[src/shared/pg_mask_pkg.sv]
// Constants for the power-good tree mask bank: offsets, field positions,
// variant codes. Assumes an 8-bit register port of the serial host interface.
package pg_mask_pkg;
   localparam int          ADDR_W            = 8;
   localparam int          DATA_W            = 8;
   localparam int          NUM_REGS          = 5;
   // Register offsets
   localparam logic [7:0]  OFS_OUT1_PINS     = 8'hA5;
   localparam logic [7:0]  OFS_OUT4_MAIN     = 8'hA6;
   localparam logic [7:0]  OFS_OUT4_PINS     = 8'hA7;
   localparam logic [7:0]  OFS_OUT2_MAIN     = 8'hA8;
   localparam logic [7:0]  OFS_OUT2_PINS     = 8'hA9;
   // Register indexes within the bank
   localparam int          IDX_OUT1_PINS     = 0;
   localparam int          IDX_OUT4_MAIN     = 1;
   localparam int          IDX_OUT4_PINS     = 2;
   localparam int          IDX_OUT2_MAIN     = 3;
   localparam int          IDX_OUT2_PINS     = 4;
   // Pins-and-rails layout: bit 7 pin five, 6 pin four, 5 pin two, 4 pin one,
   // 3 termination, 2 shared rail, 1 load switch one, 0 regulator a3
   localparam int          BIT_SHARED_RAIL   = 2;
   localparam logic [7:0]  READ_IDLE         = 8'h00;
   // Shared slot selection: 0 picks regulator a1, 1 picks load switch two
   localparam logic        SHARED_IS_REG_A1  = 1'b0;
   localparam logic        SHARED_IS_SWITCH2 = 1'b1;
endpackage : pg_mask_pkg

[src/hdl/pg_mask_bank.sv]
// Power-good tree mask bank for status outputs one, four and two.
// Assumes factory configuration arrives on stable straps sampled after
// reset, and rail power-good and control pins arrive asynchronously.
`timescale 1ns/1ps
module pg_mask_bank
   import pg_mask_pkg::*;
(
   input  wire logic              clock,               // 20 MHz logic clock
   input  wire logic              rst,                 // Async reset, active high
   input  wire logic [ADDR_W-1:0] reg_addr,            // Register offset from host port
   input  wire logic              reg_wr,              // Write strobe, one cycle
   input  wire logic              reg_rd,              // Read strobe, one cycle
   input  wire logic [DATA_W-1:0] reg_wdata,           // Write data
   output logic      [DATA_W-1:0] reg_rdata,           // Read data, one cycle after strobe
   output logic                   reg_hit,             // Read or write hit a mask register
   input  wire logic [8*NUM_REGS-1:0] factory_masks,   // Factory reset values, index order
   input  wire logic              factory_shared_sel,  // 1 load switch two, 0 regulator a1
   input  wire logic [2:0]        factory_host_ctrl,   // Host-level mode: out1, out4, out2
   input  wire logic [2:0]        host_level,          // Level bits: out1, out4, out2
   input  wire logic [5:0]        converter_pg,        // Converters six..one power-good
   input  wire logic              switch_a_one_pg,     // Switch a1 power-good
   input  wire logic              regulator_a_two_pg,  // Regulator a2 power-good
   input  wire logic              regulator_a_three_pg, // Regulator a3 power-good
   input  wire logic              regulator_a_one_pg,  // Regulator a1 power-good
   input  wire logic              load_switch_one_pg,  // Load switch one power-good
   input  wire logic              load_switch_two_pg,  // Load switch two power-good
   input  wire logic              termination_regulator_pg, // Termination power-good
   input  wire logic              control_input_one,   // Control pin one state
   input  wire logic              control_input_two,   // Control pin two state
   input  wire logic              control_input_four,  // Control pin four state
   input  wire logic              control_input_five,  // Control pin five state
   output logic                   status_output_one,   // Output one level
   output logic                   status_output_four,  // Output four level
   output logic                   status_output_two    // Output two level
);

   // Width of the synchronised word: six converters, eleven singles, three levels
   localparam int IN_W = 20;

   typedef enum logic [1:0] {
      LOAD_WAIT = 2'b00,
      LOAD_DONE = 2'b01
   } load_state_e;

   // Maps an offset to a bank index; NUM_REGS means unmapped
   function automatic logic [2:0] decode_index(input logic [ADDR_W-1:0] a);
      if (a == OFS_OUT1_PINS) begin
         decode_index = 3'(IDX_OUT1_PINS);
      end else if (a == OFS_OUT4_MAIN) begin
         decode_index = 3'(IDX_OUT4_MAIN);
      end else if (a == OFS_OUT4_PINS) begin
         decode_index = 3'(IDX_OUT4_PINS);
      end else if (a == OFS_OUT2_MAIN) begin
         decode_index = 3'(IDX_OUT2_MAIN);
      end else if (a == OFS_OUT2_PINS) begin
         decode_index = 3'(IDX_OUT2_PINS);
      end else begin
         decode_index = 3'(NUM_REGS);
      end
   endfunction : decode_index

   // Tree is good when every input is good or masked
   function automatic logic tree_good(input logic [7:0] vals, input logic [7:0] mask);
      tree_good = &(vals | mask);
   endfunction : tree_good

   logic [DATA_W-1:0] mask_q [NUM_REGS];
   logic [DATA_W-1:0] mask_d [NUM_REGS];
   load_state_e       load_q, load_d;
   logic              shared_sel_q, shared_sel_d;
   logic [2:0]        host_ctrl_q, host_ctrl_d;
   logic [DATA_W-1:0] rdata_q, rdata_d;
   logic              hit_q, hit_d;
   logic [IN_W-1:0]   sync1_q, sync2_q;
   logic [IN_W-1:0]   raw_in;
   logic [2:0]        out_q, out_d;
   logic [2:0]        idx;
   logic [7:0]        main_rails, pins_rails;
   logic              shared_pg;
   // Synchronised copies, one name per input, so no bit index is hand-counted
   logic [5:0]        conv_sync;
   logic              switch_a_one_sync;
   logic              reg_a_two_sync;
   logic              reg_a_three_sync;
   logic              reg_a_one_sync;
   logic              load_switch_one_sync;
   logic              load_switch_two_sync;
   logic              termination_sync;
   logic              pin_one_sync;
   logic              pin_two_sync;
   logic              pin_four_sync;
   logic              pin_five_sync;
   logic [2:0]        level_sync;

   // Gather asynchronous inputs for the two-stage synchroniser
   assign raw_in = {converter_pg, switch_a_one_pg, regulator_a_two_pg,
                    regulator_a_three_pg, regulator_a_one_pg, load_switch_one_pg,
                    load_switch_two_pg, termination_regulator_pg, control_input_one,
                    control_input_two, control_input_four, control_input_five,
                    host_level};

   // Two flip-flops before any logic reads the inputs
   always_ff @(posedge clock or posedge rst) begin
      if (rst) begin
         sync1_q <= '0;
         sync2_q <= '0;
      end else begin
         sync1_q <= raw_in;
         sync2_q <= sync1_q;
      end
   end

   // Split the synchronised word in the same order it was gathered;
   // the widths must add up to IN_W or every field below slides
   assign {conv_sync, switch_a_one_sync, reg_a_two_sync, reg_a_three_sync, reg_a_one_sync,
           load_switch_one_sync, load_switch_two_sync, termination_sync, pin_one_sync,
           pin_two_sync, pin_four_sync, pin_five_sync, level_sync} = sync2_q;

   // Shared slot follows the configured rail
   assign shared_pg = (shared_sel_q == SHARED_IS_SWITCH2) ? load_switch_two_sync
                                                          : reg_a_one_sync;

   // Main rails: a2, a1 switch, converters six..one
   assign main_rails = {reg_a_two_sync, switch_a_one_sync, conv_sync};
   // Pins and rails: pin5, pin4, pin2, pin1, termination, shared, switch1, a3
   assign pins_rails = {pin_five_sync, pin_four_sync, pin_two_sync, pin_one_sync,
                        termination_sync, shared_pg, load_switch_one_sync, reg_a_three_sync};

   assign idx = decode_index(reg_addr);

   // Next state for the register bank, factory load and read port
   always_comb begin
      load_d       = load_q;
      shared_sel_d = shared_sel_q;
      host_ctrl_d  = host_ctrl_q;
      rdata_d      = READ_IDLE;
      hit_d        = 1'b0;
      for (int i = 0; i < NUM_REGS; i++) begin
         mask_d[i] = mask_q[i];
      end
      case (load_q)
         LOAD_WAIT: begin
            // Factory values captured on the first edge after reset
            for (int i = 0; i < NUM_REGS; i++) begin
               mask_d[i] = factory_masks[8*i +: 8];
            end
            shared_sel_d = factory_shared_sel;
            host_ctrl_d  = factory_host_ctrl;
            load_d       = LOAD_DONE;
         end
         default: begin
            if (reg_wr && idx < 3'(NUM_REGS)) begin
               mask_d[idx] = reg_wdata;
               hit_d       = 1'b1;
            end else if (reg_rd && idx < 3'(NUM_REGS)) begin
               rdata_d = mask_q[idx];
               hit_d   = 1'b1;
            end
         end
      endcase
   end

   // Register the bank and control state
   always_ff @(posedge clock or posedge rst) begin
      if (rst) begin
         for (int i = 0; i < NUM_REGS; i++) begin
            mask_q[i] <= '1;
         end
         load_q       <= LOAD_WAIT;
         shared_sel_q <= SHARED_IS_REG_A1;
         host_ctrl_q  <= '0;
         rdata_q      <= READ_IDLE;
         hit_q        <= 1'b0;
      end else begin
         for (int i = 0; i < NUM_REGS; i++) begin
            mask_q[i] <= mask_d[i];
         end
         load_q       <= load_d;
         shared_sel_q <= shared_sel_d;
         host_ctrl_q  <= host_ctrl_d;
         rdata_q      <= rdata_d;
         hit_q        <= hit_d;
      end
   end

   // Output trees; output one's main-rail mask lives outside this bank
   always_comb begin
      out_d[2] = tree_good(pins_rails, mask_q[IDX_OUT1_PINS]);
      out_d[1] = tree_good(main_rails, mask_q[IDX_OUT4_MAIN])
               & tree_good(pins_rails, mask_q[IDX_OUT4_PINS]);
      out_d[0] = tree_good(main_rails, mask_q[IDX_OUT2_MAIN])
               & tree_good(pins_rails, mask_q[IDX_OUT2_PINS]);
      for (int i = 0; i < 3; i++) begin
         // Host level only where factory set host control
         if (host_ctrl_q[i]) begin
            out_d[i] = level_sync[i];
         end
      end
      if (load_q == LOAD_WAIT) begin
         out_d = '0;
      end
   end

   // Register the output pins
   always_ff @(posedge clock or posedge rst) begin
      if (rst) begin
         out_q <= '0;
      end else begin
         out_q <= out_d;
      end
   end

   assign reg_rdata          = rdata_q;
   assign reg_hit            = hit_q;
   assign status_output_one  = out_q[2];
   assign status_output_four = out_q[1];
   assign status_output_two  = out_q[0];

endmodule : pg_mask_bank

[config.mk]
export PLATFORM = sky130hd
export DESIGN_NAME = pg_mask_bank
export DESIGN_NICKNAME = d
export VERILOG_FILES = /design/src/shared/pg_mask_pkg.sv /design/src/hdl/pg_mask_bank.sv
export SDC_FILE = /design/constraint.sdc
export NUM_CORES = 1
export LEC_CHECK = 0
export BUFFER_PORTS_ARGS = -buffer_cell sky130_fd_sc_hd__buf_2
export CAP_MARGIN = 20
export CORE_MARGIN = 4
export CORE_UTILIZATION = 45
export CTS_BUF_LIST = sky130_fd_sc_hd__clkbuf_4 sky130_fd_sc_hd__clkbuf_8 sky130_fd_sc_hd__clkbuf_16
export DETAILED_ROUTE_END_ITERATION = 10
export GPL_TIMING_DRIVEN = 0
export PLACE_DENSITY = 0.67
export SYNTH_ARGS = -nofsm -noshare
export SYNTH_HDL_FRONTEND = slang
export SYNTH_SLANG_ARGS = --single-unit
export TNS_END_PERCENT = 30
[constraint.sdc]
create_clock -name clock -period 4.45 [get_ports clock]
set_clock_uncertainty 0.05 [all_clocks]
set_input_delay 1.1125 -clock clock [delete_from_list [all_inputs] [get_ports clock]]
set_output_delay 1.1125 -clock clock [all_outputs]
set_load 0.03 [all_outputs]
# ---- Yosys cells after proc, flatten, opt, wreduce, memory -nomap -nowiden
# Index checks and enable logic that the tools add are counted.
dict set report word_totals {
  regBits 97
  in_bits 84
  out_inout_bits 12
  elab_cells 63
}
dict set report op_classes {
  magnitude_cmp 3
  eq_ne 5
  n_mux 24
  bitwise 8
  n_reduce_logical 10
}
# operator count
set op_table {}
lappend op_table {{40-bit 2-to-1 mux} 2}
lappend op_table {{8-bit 2-to-1 mux} 6}
lappend op_table {{40-bit bitwise mux} 1}
lappend op_table {{8-bit equality test, second input constant} 5}
lappend op_table {{8-bit bitwise OR} 5}
lappend op_table {{8-bit AND reduction} 5}
lappend op_table {{8-bit binary-select mux with 3-bit select} 1}
lappend op_table {{8-bit demux with 3-bit select} 1}
lappend op_table {{3-bit 2-to-1 mux} 5}
lappend op_table {{1-bit 2-to-1 mux} 8}
lappend op_table {{4-bit >= comparator, second input constant} 1}
lappend op_table {{4-bit by 1-bit < comparator with 1-bit output, second input constant} 1}
lappend op_table {{3-bit NOT with 4-bit output} 1}
lappend op_table {{1-bit logical AND} 3}
lappend op_table {{3-bit < comparator, second input constant} 1}
lappend op_table {{1-bit AND} 2}
lappend op_table {{2-bit logical NOT} 1}
lappend op_table {{2-bit nonzero test} 1}

# ---- Depth between registers and ports, before layout
# Gate-level depths: netlist (run 1).
dict set report logic_depth {
  word_depth 14
  ltp_mapped 6
}

# ---- Least setup slack after synthesis (run 1)
# No wires, ideal clock.
dict set report synth_path {
  path_type {input to register}
  startpoint {input reg_addr[0]}
  endpoint {register rdata_q[2] (netlist: reg_rdata[2])}
  setup_time_ns 0.065
  arrival_time_ns 2.271
  required_time_ns 4.335
  setup_slack_ns 2.064
  path_stages 5
  n_path_buf 1
  cell_sequence {buf_2 or2_4 or3_1 a222oi_1 o21a_1}
}
dict set report synth_via {
  elab_chain_len 13
  word_cells_on_any_way 20
}
# element line
set synth_rtl {}
lappend synth_rtl {{from (decl)} pg_mask_bank.sv:10} ;# input wire logic [ADDR_W-1:0] reg_addr,
lappend synth_rtl {{8-bit equality test} pg_mask_bank.sv:55} ;# end else if (a == OFS_OUT2_PINS) begin
lappend synth_rtl {{1-bit 2-to-1 mux} pg_mask_bank.sv:55}
lappend synth_rtl {{3-bit 2-to-1 mux} pg_mask_bank.sv:53} ;# end else if (a == OFS_OUT2_MAIN) begin
lappend synth_rtl {{3-bit 2-to-1 mux} pg_mask_bank.sv:51} ;# end else if (a == OFS_OUT4_PINS) begin
lappend synth_rtl {{3-bit 2-to-1 mux} pg_mask_bank.sv:49} ;# end else if (a == OFS_OUT4_MAIN) begin
lappend synth_rtl {{3-bit 2-to-1 mux *} pg_mask_bank.sv:47} ;# if (a == OFS_OUT1_PINS) begin
lappend synth_rtl {{3-bit NOT with 4-bit output (implied by the code)} pg_mask_bank.sv:156} ;# rdata_d = mask_q[idx];
lappend synth_rtl {{8-bit binary-select mux with 3-bit select} pg_mask_bank.sv:156}
lappend synth_rtl {{8-bit 2-to-1 mux (implied by the code) (2 in a row)} pg_mask_bank.sv:156}
lappend synth_rtl {{8-bit 2-to-1 mux} pg_mask_bank.sv:155} ;# end else if (reg_rd && idx < 3'(NUM_REGS)) begin
lappend synth_rtl {{8-bit 2-to-1 mux *} pg_mask_bank.sv:152} ;# if (reg_wr && idx < 3'(NUM_REGS)) begin
lappend synth_rtl {{8-bit 2-to-1 mux *} pg_mask_bank.sv:141} ;# case (load_q)
lappend synth_rtl {{via rdata_d[2]} pg_mask_bank.sv:72} ;# logic [DATA_W-1:0] rdata_q, rdata_d;
lappend synth_rtl {{to (signal assigned)} pg_mask_bank.sv:181} ;# rdata_q <= rdata_d;
lappend synth_rtl {{to (decl)} pg_mask_bank.sv:72}
# Mark *: on every way through the listed nets, which the timed path passes. The rest lies on a longest branch. The select of a mux whose other input is x is not followed.
# A chain may end at the register's enable or synchronous reset.

# ---- Worst setup path after layout (run 1)
dict set report layout_path {
  startpoint {input reg_addr[3]}
  endpoint {register rdata_q[6] (netlist: reg_rdata[6])}
}
# Same word-level chain as after synthesis.

==> metrics.sh, run 1 <==
STATUS='complete, no violations'
NUM_ANTENNA_CELLS=0
DR.FIRST_ITER.DRC_COUNT=297
SYNTH.AVG_CELL_AREA_UM2=11.4
MAIN_SYNTH_FF_TYPE='sky130_fd_sc_hd__dfrtp_1'
SETUP_REPAIR_AFTER_GLOBAL_ROUTING_MISSED_ITS_MARGIN='false'
FINALWEIGHTEDCONGESTION=0.918
MIN_PATH_TYPE='register to register'
DRV.MAX_CAP_VIOLATION_COUNT=0
FINALCRITPERIODSHARE_PCT=57.5
CLOCK_TREE.ROOT_CELL='sky130_fd_sc_hd__clkbuf_8'
CELL_COUNT_AFTER_PLACEMENT=595
POWERDENSITY_nW_PER_UM2=353
FLOORPLAN.DIE_AREA_UM2=11100
CTS_BUFFERS=9
DIE-WIDTH_UM=105
FIRST_GLOBAL_VIAS=3525
TIMING.CRITICAL_PATH.ARRIVAL_PS=2810
DRV_SLEW=0
DP_HPWL_MM=8.91
SYNTH.NET_COUNT=456
FINAL-HOLD-VIOLATION-COUNT=0
VDD.IR_DROP.WORST_uV=213
SYNTH_SEQ_CELLS=97
ROUTE.DETAILED.WL_PER_INST_UM=19.7
WORST-SETUP-PATH-TYPE='input port to register'
SEQ_AREA_FRAC_SYNTH_PCT=58.2
POSTSYNTH.ASYNCRESETSHARE_PCT=100
NETS=561
CRIT_FANOUT=8
FLOORPLAN.INITIALDENSITY_PCT=46.1
CLK_TRANSITION_REPORTED_PATHS_PS=100
SYNTHESIZED_INSTANCE_COUNT=372
SYN2LAYOUT_AREA_GROWTH_PCT=20.0
TOTAL_LEAKAGE_POWER_nW=2.47
FIN_TNS_SETUP_PS=0
CORE_AREA_UM2=9240
FINAL.MIN_CLOCK_PERIOD_PS=2560
SYNTH.LIB_CELLS_USED.DISTINCT=45
TIGHTESTPINTRANSITION_PS=740
YOSYSWARNINGS=0
CRITICAL-PATH-MAX-STAGE-DELAY_PS=480
PLACEMENT_ROW_COUNT=35
HTREEDEPTH=3
WORST_SETUP_PATH_END_KIND='register'
GRT_PASS1_WL_MM=19.0
SYN-CELL-AREA_UM2=4260
TIMING.HOLD.WS_PS=304
RELSLEWSLACK_PCT=50.3
WORSTPATHCELLLIST='buf_2, nor3b_4, o21ai_1, a221oi_1, o311a_1'
CP_DATA_REQUIRED_TIME_PS=4700
DESIGN.PORTCOUNT=96
OVERFLOW=0
CTS_RESIZED=0
FINAL-INSTANCE-COUNT-EXCL-FILL=611
VIA_DENSITY_PER_INSTANCE=5.47
CLK_PATH_BUF_DEPTH=2
FMAX_MHz=391
CLKLATENCYLATEPIN_PS=370
POSTCTSHOLDBUFS=0
DRC=0
DRT_WL_TOTAL_MM=12.1
DIE_HEIGHT_UM=105
FILLCELLCOUNT=825
INITIAL_ANTENNA_VIOLATION_COUNT=0
PORTBUFFERS=93
FINALCOREUTILIZATION_PCT=55.3
SETUP_VIOL=0
ANTENNA_LEFT=0
SYNTH-EDFF-COUNT=0
CTS_POST_SETUP_BUFFERS_INSERTED=0
CTS_SINKS=97
WORST_PATH_MAX_DELAY_CELL='sky130_fd_sc_hd__nor3b_4'
VIA_COUNT=3345
DETAILEDROUTE.FIRSTPASSITERATIONCOUNT=5
DRIVE_GT1_SHARE_PCT=36.7
TRITONCTS='done'
CRIT_PATH_START_KIND='input port'
GRT_USE_TOTAL_PCT=22.2
GRT_MAX_DEGREE=59
[area by class of cell]
| class | count | area, µm² | area share (%) |
|---|---|---|---|
| clock buffer | 10 | 138 | 2.69 |
| inverter | 4 | 17.5 | 0.343 |
| multi-input combinational | 251 | 1660 | 32.5 |
| buffer | 20 | 105 | 2.06 |
| clock inverter | 6 | 57.6 | 1.13 |
| tap | 129 | 161 | 3.16 |
| timing repair buffer | 94 | 493 | 9.65 |
| sequential | 97 | 2480 | 48.5 |
[placed cells by master, fill, tap and decap left out, drive strengths merged, types with 2 or more instances in the layout]
| master | synthesis | routed |
|---|---|---|
| mux2i | 41 | 41 |
| o22ai | 17 | 17 |
| nor2 | 61 | 61 |
| dfrtp | 57 | 57 |
| nand3 | 6 | 6 |
| nand2b | 2 | 2 |
| a21oi | 49 | 49 |
| nor2b | 4 | 4 |
| clkinv | 1 | 4 |
| o311a | 7 | 7 |
| inv | 3 | 6 |
| clkbuf | 9 | 19 |
| buf | 11 | 105 |
| dfstp | 40 | 40 |
| and4bb | 2 | 2 |
| and3b | 2 | 2 |
| and2 | 2 | 2 |
| o21ai | 3 | 3 |
| a221oi | 14 | 14 |
| nand2 | 10 | 10 |
| nor4b | 3 | 3 |
| nand4 | 3 | 3 |
| mux2 | 4 | 4 |
| nor4 | 2 | 2 |
| or2b | 7 | 7 |
[stage by stage]
stage          power [mW]  cell area, µm²  setup slack [ps]
4_1_cts              1.82            5110              1920
6_report             1.80            5110              1890
3_5_place_dp         1.25            4910              1540
5_1_grt              1.89            5110              1810
3_3_place_gp         1.24            4880              -161
2_1_floorplan        1.14            4260               820
[power by group]
group          internal (mW)  total (mW)  switching (mW)
Combinational         0.0957       0.218           0.122
Clock                  0.232       0.567           0.335
Sequential             0.965        1.02          0.0521
Total                   1.29        1.80           0.510
[state kept, by name (all words and copies together) (netlist names)]
name	flops
host_ctrl_q	3
load_q	1
mask_q	40
out_q	3
reg_hit	1
reg_rdata	8
shared_sel_q	1
sync1_q	20
sync2_q	20
[metal layers]
layer / wire, µm / track usage (%)
met3: 964 / 4.29
met5: 0 / 0
met4: 262 / 9.47
met1: 4980 / 29.4
met2: 5850 / 35.6
[worst paths after layout]
path	from	to	slack, ps	cells after the start
max	reg_addr[3]	reg_rdata[6]	1890	5
min	sync1_q[4]	sync2_q[4]	300	0
max reg2reg	mask_q[37]	out_q[2]	2560	3
min reg2reg	sync1_q[4]	sync2_q[4]	300	0
max in group asynchronous	rst	mask_q[32]	2910	3
min in group asynchronous	rst	sync2_q[1]	730	2
[cells by family after synthesis]
kind of cell,count (synthesis),share of synthesized area [%]
AO/OA/AOI/OAI,94,14.0
buffers and inverters,24,2.82
flip-flops,97,58.2
multiplexers,45,10.7
other,1,0.0881
AND/OR/NAND/NOR,111,14.2
[critical path: cells and delay by family]
family / cells / cell delay [ps]
simple gates: 1 / 480
buf+inv: 1 / 140
compound gates: 3 / 1080
[cell usage after synthesis, drive strengths merged (6+ instances only)]
| library cell | number | area (µm²) |
|---|---|---|
| o22ai | 17 | 106 |
| nand3 | 6 | 35.0 |
| clkbuf | 9 | 33.8 |
| mux2i | 41 | 410 |
| a21oi | 49 | 249 |
| nor2 | 61 | 229 |
| buf | 11 | 71.3 |
| dfrtp | 57 | 1430 |
| o311a | 7 | 70.1 |
| nand2 | 10 | 37.5 |
| or2b | 7 | 52.6 |
| a221oi | 14 | 123 |
| dfstp | 40 | 1050 |
Power figures use the tool's default switching activity.
==> run 2, diff against run 1 <==
Clock period 4.45 ns to 2.5 ns, I/O delays scaled along.
==> metrics.sh, run 2 (same netlist as run 1, synthesis figures left out) <==
STATUS='complete, no violations'
FINALCRITPERIODSHARE_PCT=83.3
SYN2LAYOUT_AREA_GROWTH_PCT=20.2
REGTOREGSETUPSLACK_PS=610  # -1950 ps
CRIT_PATH_START_KIND='input port'
NETS=562  # +0.18%
SETUP_REPAIR_AFTER_GLOBAL_ROUTING_MISSED_ITS_MARGIN='false'
DETAILEDROUTE.FIRSTPASSITERATIONCOUNT=5  # unchanged
CLK_PATH_BUF_DEPTH=2  # unchanged
GRT_MAX_DEGREE=45  # -24%
RELSLEWSLACK_PCT=50.1  # -0.25 points
MOST-COMMON-LAYOUT-CELLS='sky130_fd_sc_hd__buf_2 (99), sky130_fd_sc_hd__nor2_1 (61), sky130_fd_sc_hd__dfrtp_1 (57)'
POWERDENSITY_nW_PER_UM2=622  # +76%
WORST-SETUP-PATH-TYPE='input port to register'
WORST-R2R-CELL-COUNT=3  # unchanged
DP_HPWL_MM=8.86  # -0.63%
ROUTE.DETAILED.WL_PER_INST_UM=19.5  # -1.2%
CRITICAL-PATH-MAX-STAGE-DELAY_PS=480  # about the same
CRIT_END='reg_rdata[1]'
CTS_SINKS=97  # unchanged
GLOBAL_ROUTE.PEAK_USAGE_LAYER='met2'
R2R-END='out_q[2]'
CTS_POST_SETUP_BUFFERS_INSERTED=0  # unchanged
DRV.MAX_CAP_VIOLATION_COUNT=0  # unchanged
DIE-WIDTH_UM=105  # unchanged
NUM_ANTENNA_CELLS=0  # unchanged
CLK_TRANSITION_REPORTED_PATHS_PS=100  # about the same
DESIGN.PORTCOUNT=96  # unchanged
PLACEMENT_ROW_COUNT=35  # unchanged
FIRST_GLOBAL_VIAS=3339  # -5.3%
CP_DATA_REQUIRED_TIME_PS=2750  # -1950 ps
TOTAL_LEAKAGE_POWER_nW=2.46  # about the same
WORST_PATH_MAX_DELAY_CELL='sky130_fd_sc_hd__a221oi_1'
DRIVE_GT1_SHARE_PCT=36.9  # +0.13 points
WORSTPATHCELLLIST='buf_2, nor3b_4, o21ai_1, a221oi_1, o311a_1'
DR.FIRST_ITER.DRC_COUNT=248  # -16%
GR-USAGE-MET1_PCT=31.2  # +1.7 points
POSTCTSHOLDBUFS=0  # unchanged
FLOORPLAN.DIE_AREA_UM2=11100  # unchanged
SETUP_VIOL=0  # unchanged
VDD.IR_DROP.WORST_uV=388  # +82%
LAYOUT.CELLS.MOST_COMMON='sky130_fd_sc_hd__buf_2'
CRITICAL_PATH.N_BUFFERS_INVERTERS=1  # unchanged
LARGEST-REGISTER='mask_q'
OVERFLOW=0  # unchanged
FINALWEIGHTEDCONGESTION=0.940  # +2.4%
INITIAL_ANTENNA_VIOLATION_COUNT=0  # unchanged
CRIT-REG2REG-LAUNCH='mask_q[37]'
DIE_HEIGHT_UM=105  # unchanged
CORE_AREA_UM2=9240  # unchanged
FMAX_MHz=480
CTS_BUFFERS=9  # unchanged
MIN_PATH_TYPE='input port to asynchronous set/reset pin'
WORST_SETUP_PATH_END_KIND='register'
LARGEST_REGISTER_FFS=40  # unchanged
SETUP_SLACK_PS=419  # -1470 ps
FLOORPLAN.INITIALDENSITY_PCT=46.1  # unchanged
GR-USAGE-MET3_PCT=4.23  # -0.061 points
ANTENNA_LEFT=0  # unchanged
WORSTSETUPSTARTPOINT='reg_addr[2]'
GLOBAL_ROUTE.USAGE.MET2_PCT=33.9  # -1.7 points
HTREEDEPTH=3  # unchanged
LAYOUT_TOP_REGISTERS='mask_q: 40 flops, sync1_q: 20 flops, sync2_q: 20 flops'
CRITICAL_PATH_DEPTH=5  # unchanged
GRT_USE_TOTAL_PCT=22.0  # -0.21 points
VIA_DENSITY_PER_INSTANCE=5.48  # +0.14%
DRT_WL_TOTAL_MM=11.9  # -1.0%
CLOCK_TREE.ROOT_CELL='sky130_fd_sc_hd__clkbuf_8'
FINAL-HOLD-VIOLATION-COUNT=0  # unchanged
FILLCELLCOUNT=835  # +1.2%
FINAL.MIN_CLOCK_PERIOD_PS=2080
TIGHTESTPINTRANSITION_PS=744  # +3.68 ps
CRIT_FANOUT=8  # unchanged
FIN_TNS_SETUP_PS=0  # unchanged
VIA_COUNT=3355  # +0.30%
PORTBUFFERS=93  # unchanged
CLKLATENCYLATEPIN_PS=370  # about the same
TOP_DELAY_FAMILY_ON_CRIT_PATH='compound AO/OA/AOI/OAI gates'
DRC=0  # unchanged
TRITONCTS='done'
CTS_RESIZED=0  # unchanged
TIMING.CRITICAL_PATH.ARRIVAL_PS=2330  # -480 ps
DRV_SLEW=0  # unchanged
PLACEMENT.SETUP.WORST_SLACK_PS=132  # -1410 ps
GRT_PASS1_WL_MM=18.6  # -1.8%
## run 2: layer usage
layer	up-vias	part of all wire (%)
li1	1552	-
met1	1635	43
met2	151	47
met3	17	7.9
met4	0	1.8
met5	-	0
## run 2: how the worst min path moves through the flow
stage                                  from           to  slack, ps  cells after the start
final                                   rst   sync1_q[6]        270                      2
after CTS                               rst   sync1_q[6]        280                      2
after global routing      control_input_one   sync1_q[6]        280                      1
after global placement          sync1_q[16]  sync2_q[16]        280                      0
after detailed placement        sync1_q[13]  sync2_q[13]        280                      0
after floorplan                  sync1_q[0]   sync2_q[0]        280                      0
## run 2: area by class of cell
class                           instances  area, µm²  area share [%]
Inverter                                4       18.8           0.367
Sequential cell                        97       2480            48.4
Tap cell                              129        161            3.15
Clock inverter                          6       57.6            1.12
Timing Repair Buffer                   95        505            9.88
Buffer                                 20        105            2.05
Multi-Input combinational cell        251       1660            32.4
Clock buffer                           10        131            2.57
## run 2: stage by stage
step	power, mW	hold WS [ps]	cell area [µm²]	cells	utilization [%]
after floorplan	2.03	281	4260	372	-
final	3.18	272	5120	612	55.4
after global routing	3.34	277	5120	612	55.4
after CTS	3.21	278	5120	612	55.4
after detailed placement	2.23	285	4930	596	53.3
after global placement	2.21	282	4890	594	52.9
## run 2: report_power, final
part           internal, mW  switching, mW
sequential             1.72         0.0945
combinational         0.172          0.218
clock                 0.398          0.582
==> run 3, diff against run 2 <==
Settings changed: ABC_AREA from default to 1, PLACE_DENSITY 0.67 to 0.7.
Clock period 2.5 ns to 1.9 ns, I/O delays scaled along.
==> metrics.sh, run 3 <==
GRT_USE_TOTAL_PCT=22.7  # +0.69 points
SYNTHESIZED_INSTANCE_COUNT=479  # +29%
SYNTH-EDFF-COUNT=0  # unchanged
NUM_ANTENNA_CELLS=0  # unchanged
PORTBUFFERS=95  # +2.2%
CTS_BUFFERS=9  # unchanged
POST_SYNTH_XOR_AREA_FRACTION_PCT=0  # unchanged
YS_TOP_CELLS_BY_AREA='sky130_fd_sc_hd__dfrtp_1 (32%), sky130_fd_sc_hd__dfstp_2 (24%), sky130_fd_sc_hd__nand2_1 (12%)'
FMAX_MHz=560
DRV.MAX_CAP_VIOLATION_COUNT=0  # unchanged
CLKLATENCYLATEPIN_PS=360  # about the same
CP_DATA_REQUIRED_TIME_PS=2150  # -600 ps
DETAILEDROUTE.FIRSTPASSITERATIONCOUNT=6  # +1
POSTSYNTH.ASYNCRESETSHARE_PCT=100  # unchanged
DIE-WIDTH_UM=107  # +2.1%
VIA_COUNT=3859  # +15%
MOST-COMMON-LAYOUT-CELLS='sky130_fd_sc_hd__nand2_1 (144), sky130_fd_sc_hd__buf_2 (99), sky130_fd_sc_hd__dfrtp_1 (57)'
LARGEST_REGISTER_FFS=40  # unchanged
SYN2LAYOUT_AREA_GROWTH_PCT=19.9
LARGEST-REGISTER='mask_q'
CTS_SINKS=97  # unchanged
SYNTH_COMPOUND_AREA_SHARE_PCT=11.4  # -2.6 points
R2R-END='mask_q[8]'
VDD.IR_DROP.WORST_uV=485  # +25%
FIRST_GLOBAL_VIAS=3705  # +11%
POST-SYNTH-TOP-AREA-CELL='sky130_fd_sc_hd__dfrtp_1'
SETUP_REPAIR_AFTER_GLOBAL_ROUTING_MISSED_ITS_MARGIN='false'
DR.FIRST_ITER.DRC_COUNT=326  # +31%
TIMING.CRITICAL_PATH.ARRIVAL_PS=2040  # -290 ps
YOSYS-TOP-CELLS-COUNT='sky130_fd_sc_hd__nand2_1 (144), sky130_fd_sc_hd__dfrtp_1 (57), sky130_fd_sc_hd__nand3_1 (54)'
FLOORPLAN.DIE_AREA_UM2=11500  # +4.2%
DRT_WL_TOTAL_MM=12.7  # +6.7%
FINAL.MIN_CLOCK_PERIOD_PS=1780
CRIT_PATH_START_KIND='register'
STATUS='complete, no violations'
DESIGN.PORTCOUNT=96  # unchanged
GRT_MAX_DEGREE=48  # +6.7%
TIGHTESTPINTRANSITION_PS=649  # -94.9 ps
WORST-SETUP-PATH-TYPE='register to register'
SYN-CELL-AREA_UM2=4450  # +4.6%
RELSLEWSLACK_PCT=56.6  # +6.5 points
MIN_PATH_TYPE='input port to register'
CLK_PATH_BUF_DEPTH=2  # unchanged
TRITONCTS='done'
FLOORPLAN.INITIALDENSITY_PCT=46.0  # -0.11 points
ANTENNA_LEFT=0  # unchanged
SYNTH.TOP_CELL.AREA_SHARE_PCT=32.0  # -1.5 points
WORST-R2R-CELL-COUNT=5  # +2
SYNTH.LIB_CELLS_USED.DISTINCT=39  # -13%
VIA_DENSITY_PER_INSTANCE=5.32  # -3.0%
CORE_AREA_UM2=9680  # +4.8%
MAIN_COMBINATIONAL_CELL_FAMILY_BY_AREA_AFTER_SYNTHESIS='simple AND/OR/NAND/NOR gates'
WORST_HOLD_PATH.ENDPOINT='sync1_q[4]'
FINALCRITPERIODSHARE_PCT=93.9
DP_HPWL_MM=9.97  # +13%
DIE_HEIGHT_UM=107  # +2.1%
CTS_POST_SETUP_BUFFERS_INSERTED=0  # unchanged
FINAL-HOLD-VIOLATION-COUNT=0  # unchanged
CRIT_FANOUT=10  # +2
POWERDENSITY_nW_PER_UM2=772  # +24%
SYNTH.NET_COUNT=563  # +23%
SETUP_VIOL=0  # unchanged
TOTAL_LEAKAGE_POWER_nW=2.54  # +3.1%
SYNTH.AREA.MUX_SHARE_PCT=0.225  # -10 points
YOSYS.CELL_COUNT.TOP_TYPE='sky130_fd_sc_hd__nand2_1'
MAIN_SYNTH_FF_TYPE='sky130_fd_sc_hd__dfrtp_1'
CRIT-REG2REG-LAUNCH='load_q[0]'
SEQ_AREA_FRAC_SYNTH_PCT=55.6  # -2.5 points
WORST_SETUP_PATH_END_KIND='register'
REPORT.POWER.TOTAL_mW=4.12  # +30%
GRT_PASS1_WL_MM=19.9  # +6.7%
LAYOUT.CELLS.MOST_COMMON='sky130_fd_sc_hd__nand2_1'
CLOCK_TREE.ROOT_CELL='sky130_fd_sc_hd__clkbuf_8'
SYNTH_SEQ_CELLS=97  # unchanged
SYNTH.AVG_CELL_AREA_UM2=9.29  # -19%
FINALWEIGHTEDCONGESTION=0.933  # -0.71%
YOSYSWARNINGS=0  # unchanged
HTREEDEPTH=3  # unchanged
TIMING.HOLD.WS_PS=158  # -113 ps
NETS=672  # +20%
ROUTE.DETAILED.WL_PER_INST_UM=17.5  # -10%
REGTOREGSETUPSLACK_PS=120  # -490 ps
PLACEMENT_ROW_COUNT=36  # +2.9%
INITIAL_ANTENNA_VIOLATION_COUNT=0  # unchanged
CLK_TRANSITION_REPORTED_PATHS_PS=100  # about the same
DRC=0  # unchanged
WORST_HOLD_PATH.NUM_CELLS=1
DRV_SLEW=0  # unchanged
DRIVE_GT1_SHARE_PCT=34.6  # -2.3 points
HOLD_WC_STARTPOINT='control_input_four'
OVERFLOW=0  # unchanged
SYNTHESIZED_AREA_FRACTION_OCCUPIED_BY_AND_OR_NAND_NOR_CELLS_PCT=27.8  # +14 points
LAYOUT_TOP_REGISTERS='mask_q: 40 flops, sync1_q: 20 flops, sync2_q: 20 flops'
ADDER_AND_MAJORITY_GATE_PORTION_OF_THE_SYNTHESIZED_AREA_PCT=0  # unchanged
run 3: changes by cell type after synthesis, sizes merged, moves of 8 or more:
cell,change
o31ai,+16
a21oi,-40
nand2,+146
nor2,-25
mux2i,-40
o22ai,-8
nand3,+50
o211ai,+23
inv,+24
a221oi,-14
run 3: worst max-delay path, stage by stage, from the launching register on:
cell and delay (ps):
sky130_fd_sc_hd__dfrtp_1 350, sky130_fd_sc_hd__clkbuf_1 260, sky130_fd_sc_hd__buf_2 310, sky130_fd_sc_hd__clkbuf_1 500, sky130_fd_sc_hd__nand3_1 150, sky130_fd_sc_hd__nand2_1 110
run 3: report_power, final:
part / leakage, nW / switching (mW) / total [mW] / internal, mW
clock network: 0.0945 / 0.773 / 1.28 / 0.503
registers: 1.11 / 0.109 / 2.36 / 2.25
logic: 1.34 / 0.293 / 0.488 / 0.195
run 3: repair_timing:
item                                   CTS  global route
resized for setup                        0             0
hold buffers                             1             0
endpoints found under the hold margin   10             0
run 3: routing by layer:
metal  GRT usage, %  part of all wire (%)  vias to the layer above
li1               -                     -                     1824
met1           33.2                    44                     1840
met2           35.5                    47                      172
met3           3.30                   7.1                       23
met4           6.13                   2.1                        0
met5              0                     0                        -
run 3: worst max path at each step:
stage,from,endpoint,slack [ps],depth (start not counted)
floorplan,rst,host_ctrl_q[0],260,1
global placement,rst,reg_rdata[5],-300,2
detailed placement,reg_addr[6],reg_rdata[7],-50,9
CTS,load_q[0],mask_q[31],170,5
global route,load_q[0],mask_q[15],80,5
finish,load_q[0],mask_q[8],120,5
run 3: cell families after synthesis:
group	after synthesis
simple gates	267
compound gates	66
flops	97
mux	1
other cells	1
buf+inv	47
run 3: layout make-up:
cell class | count | area, µm²
multi-input cells | 335 | 1760
plain buffers | 19 | 103
well taps | 133 | 166
fillers | 866 | 4350
repair buffers | 98 | 526
flip-flops and latches | 97 | 2480
inverters | 28 | 116
clock buffers | 9 | 124
clock inverters | 7 | 66.3
run 3: per-stage QoR:
stage / setup slack [ps] / std cells / TNS (ps) / utilization [%] / cell area [µm²]
floorplan: 260 / 479 / 0 / - / 4460
global placement: -300 / 707 / -17040 / 52.6 / 5100
detailed placement: -51.9 / 709 / -509 / 53.0 / 5140
CTS: 171 / 726 / 0 / 55.1 / 5340
global route: 77.0 / 726 / 0 / 55.1 / 5340
finish: 116 / 726 / 0 / 55.1 / 5340
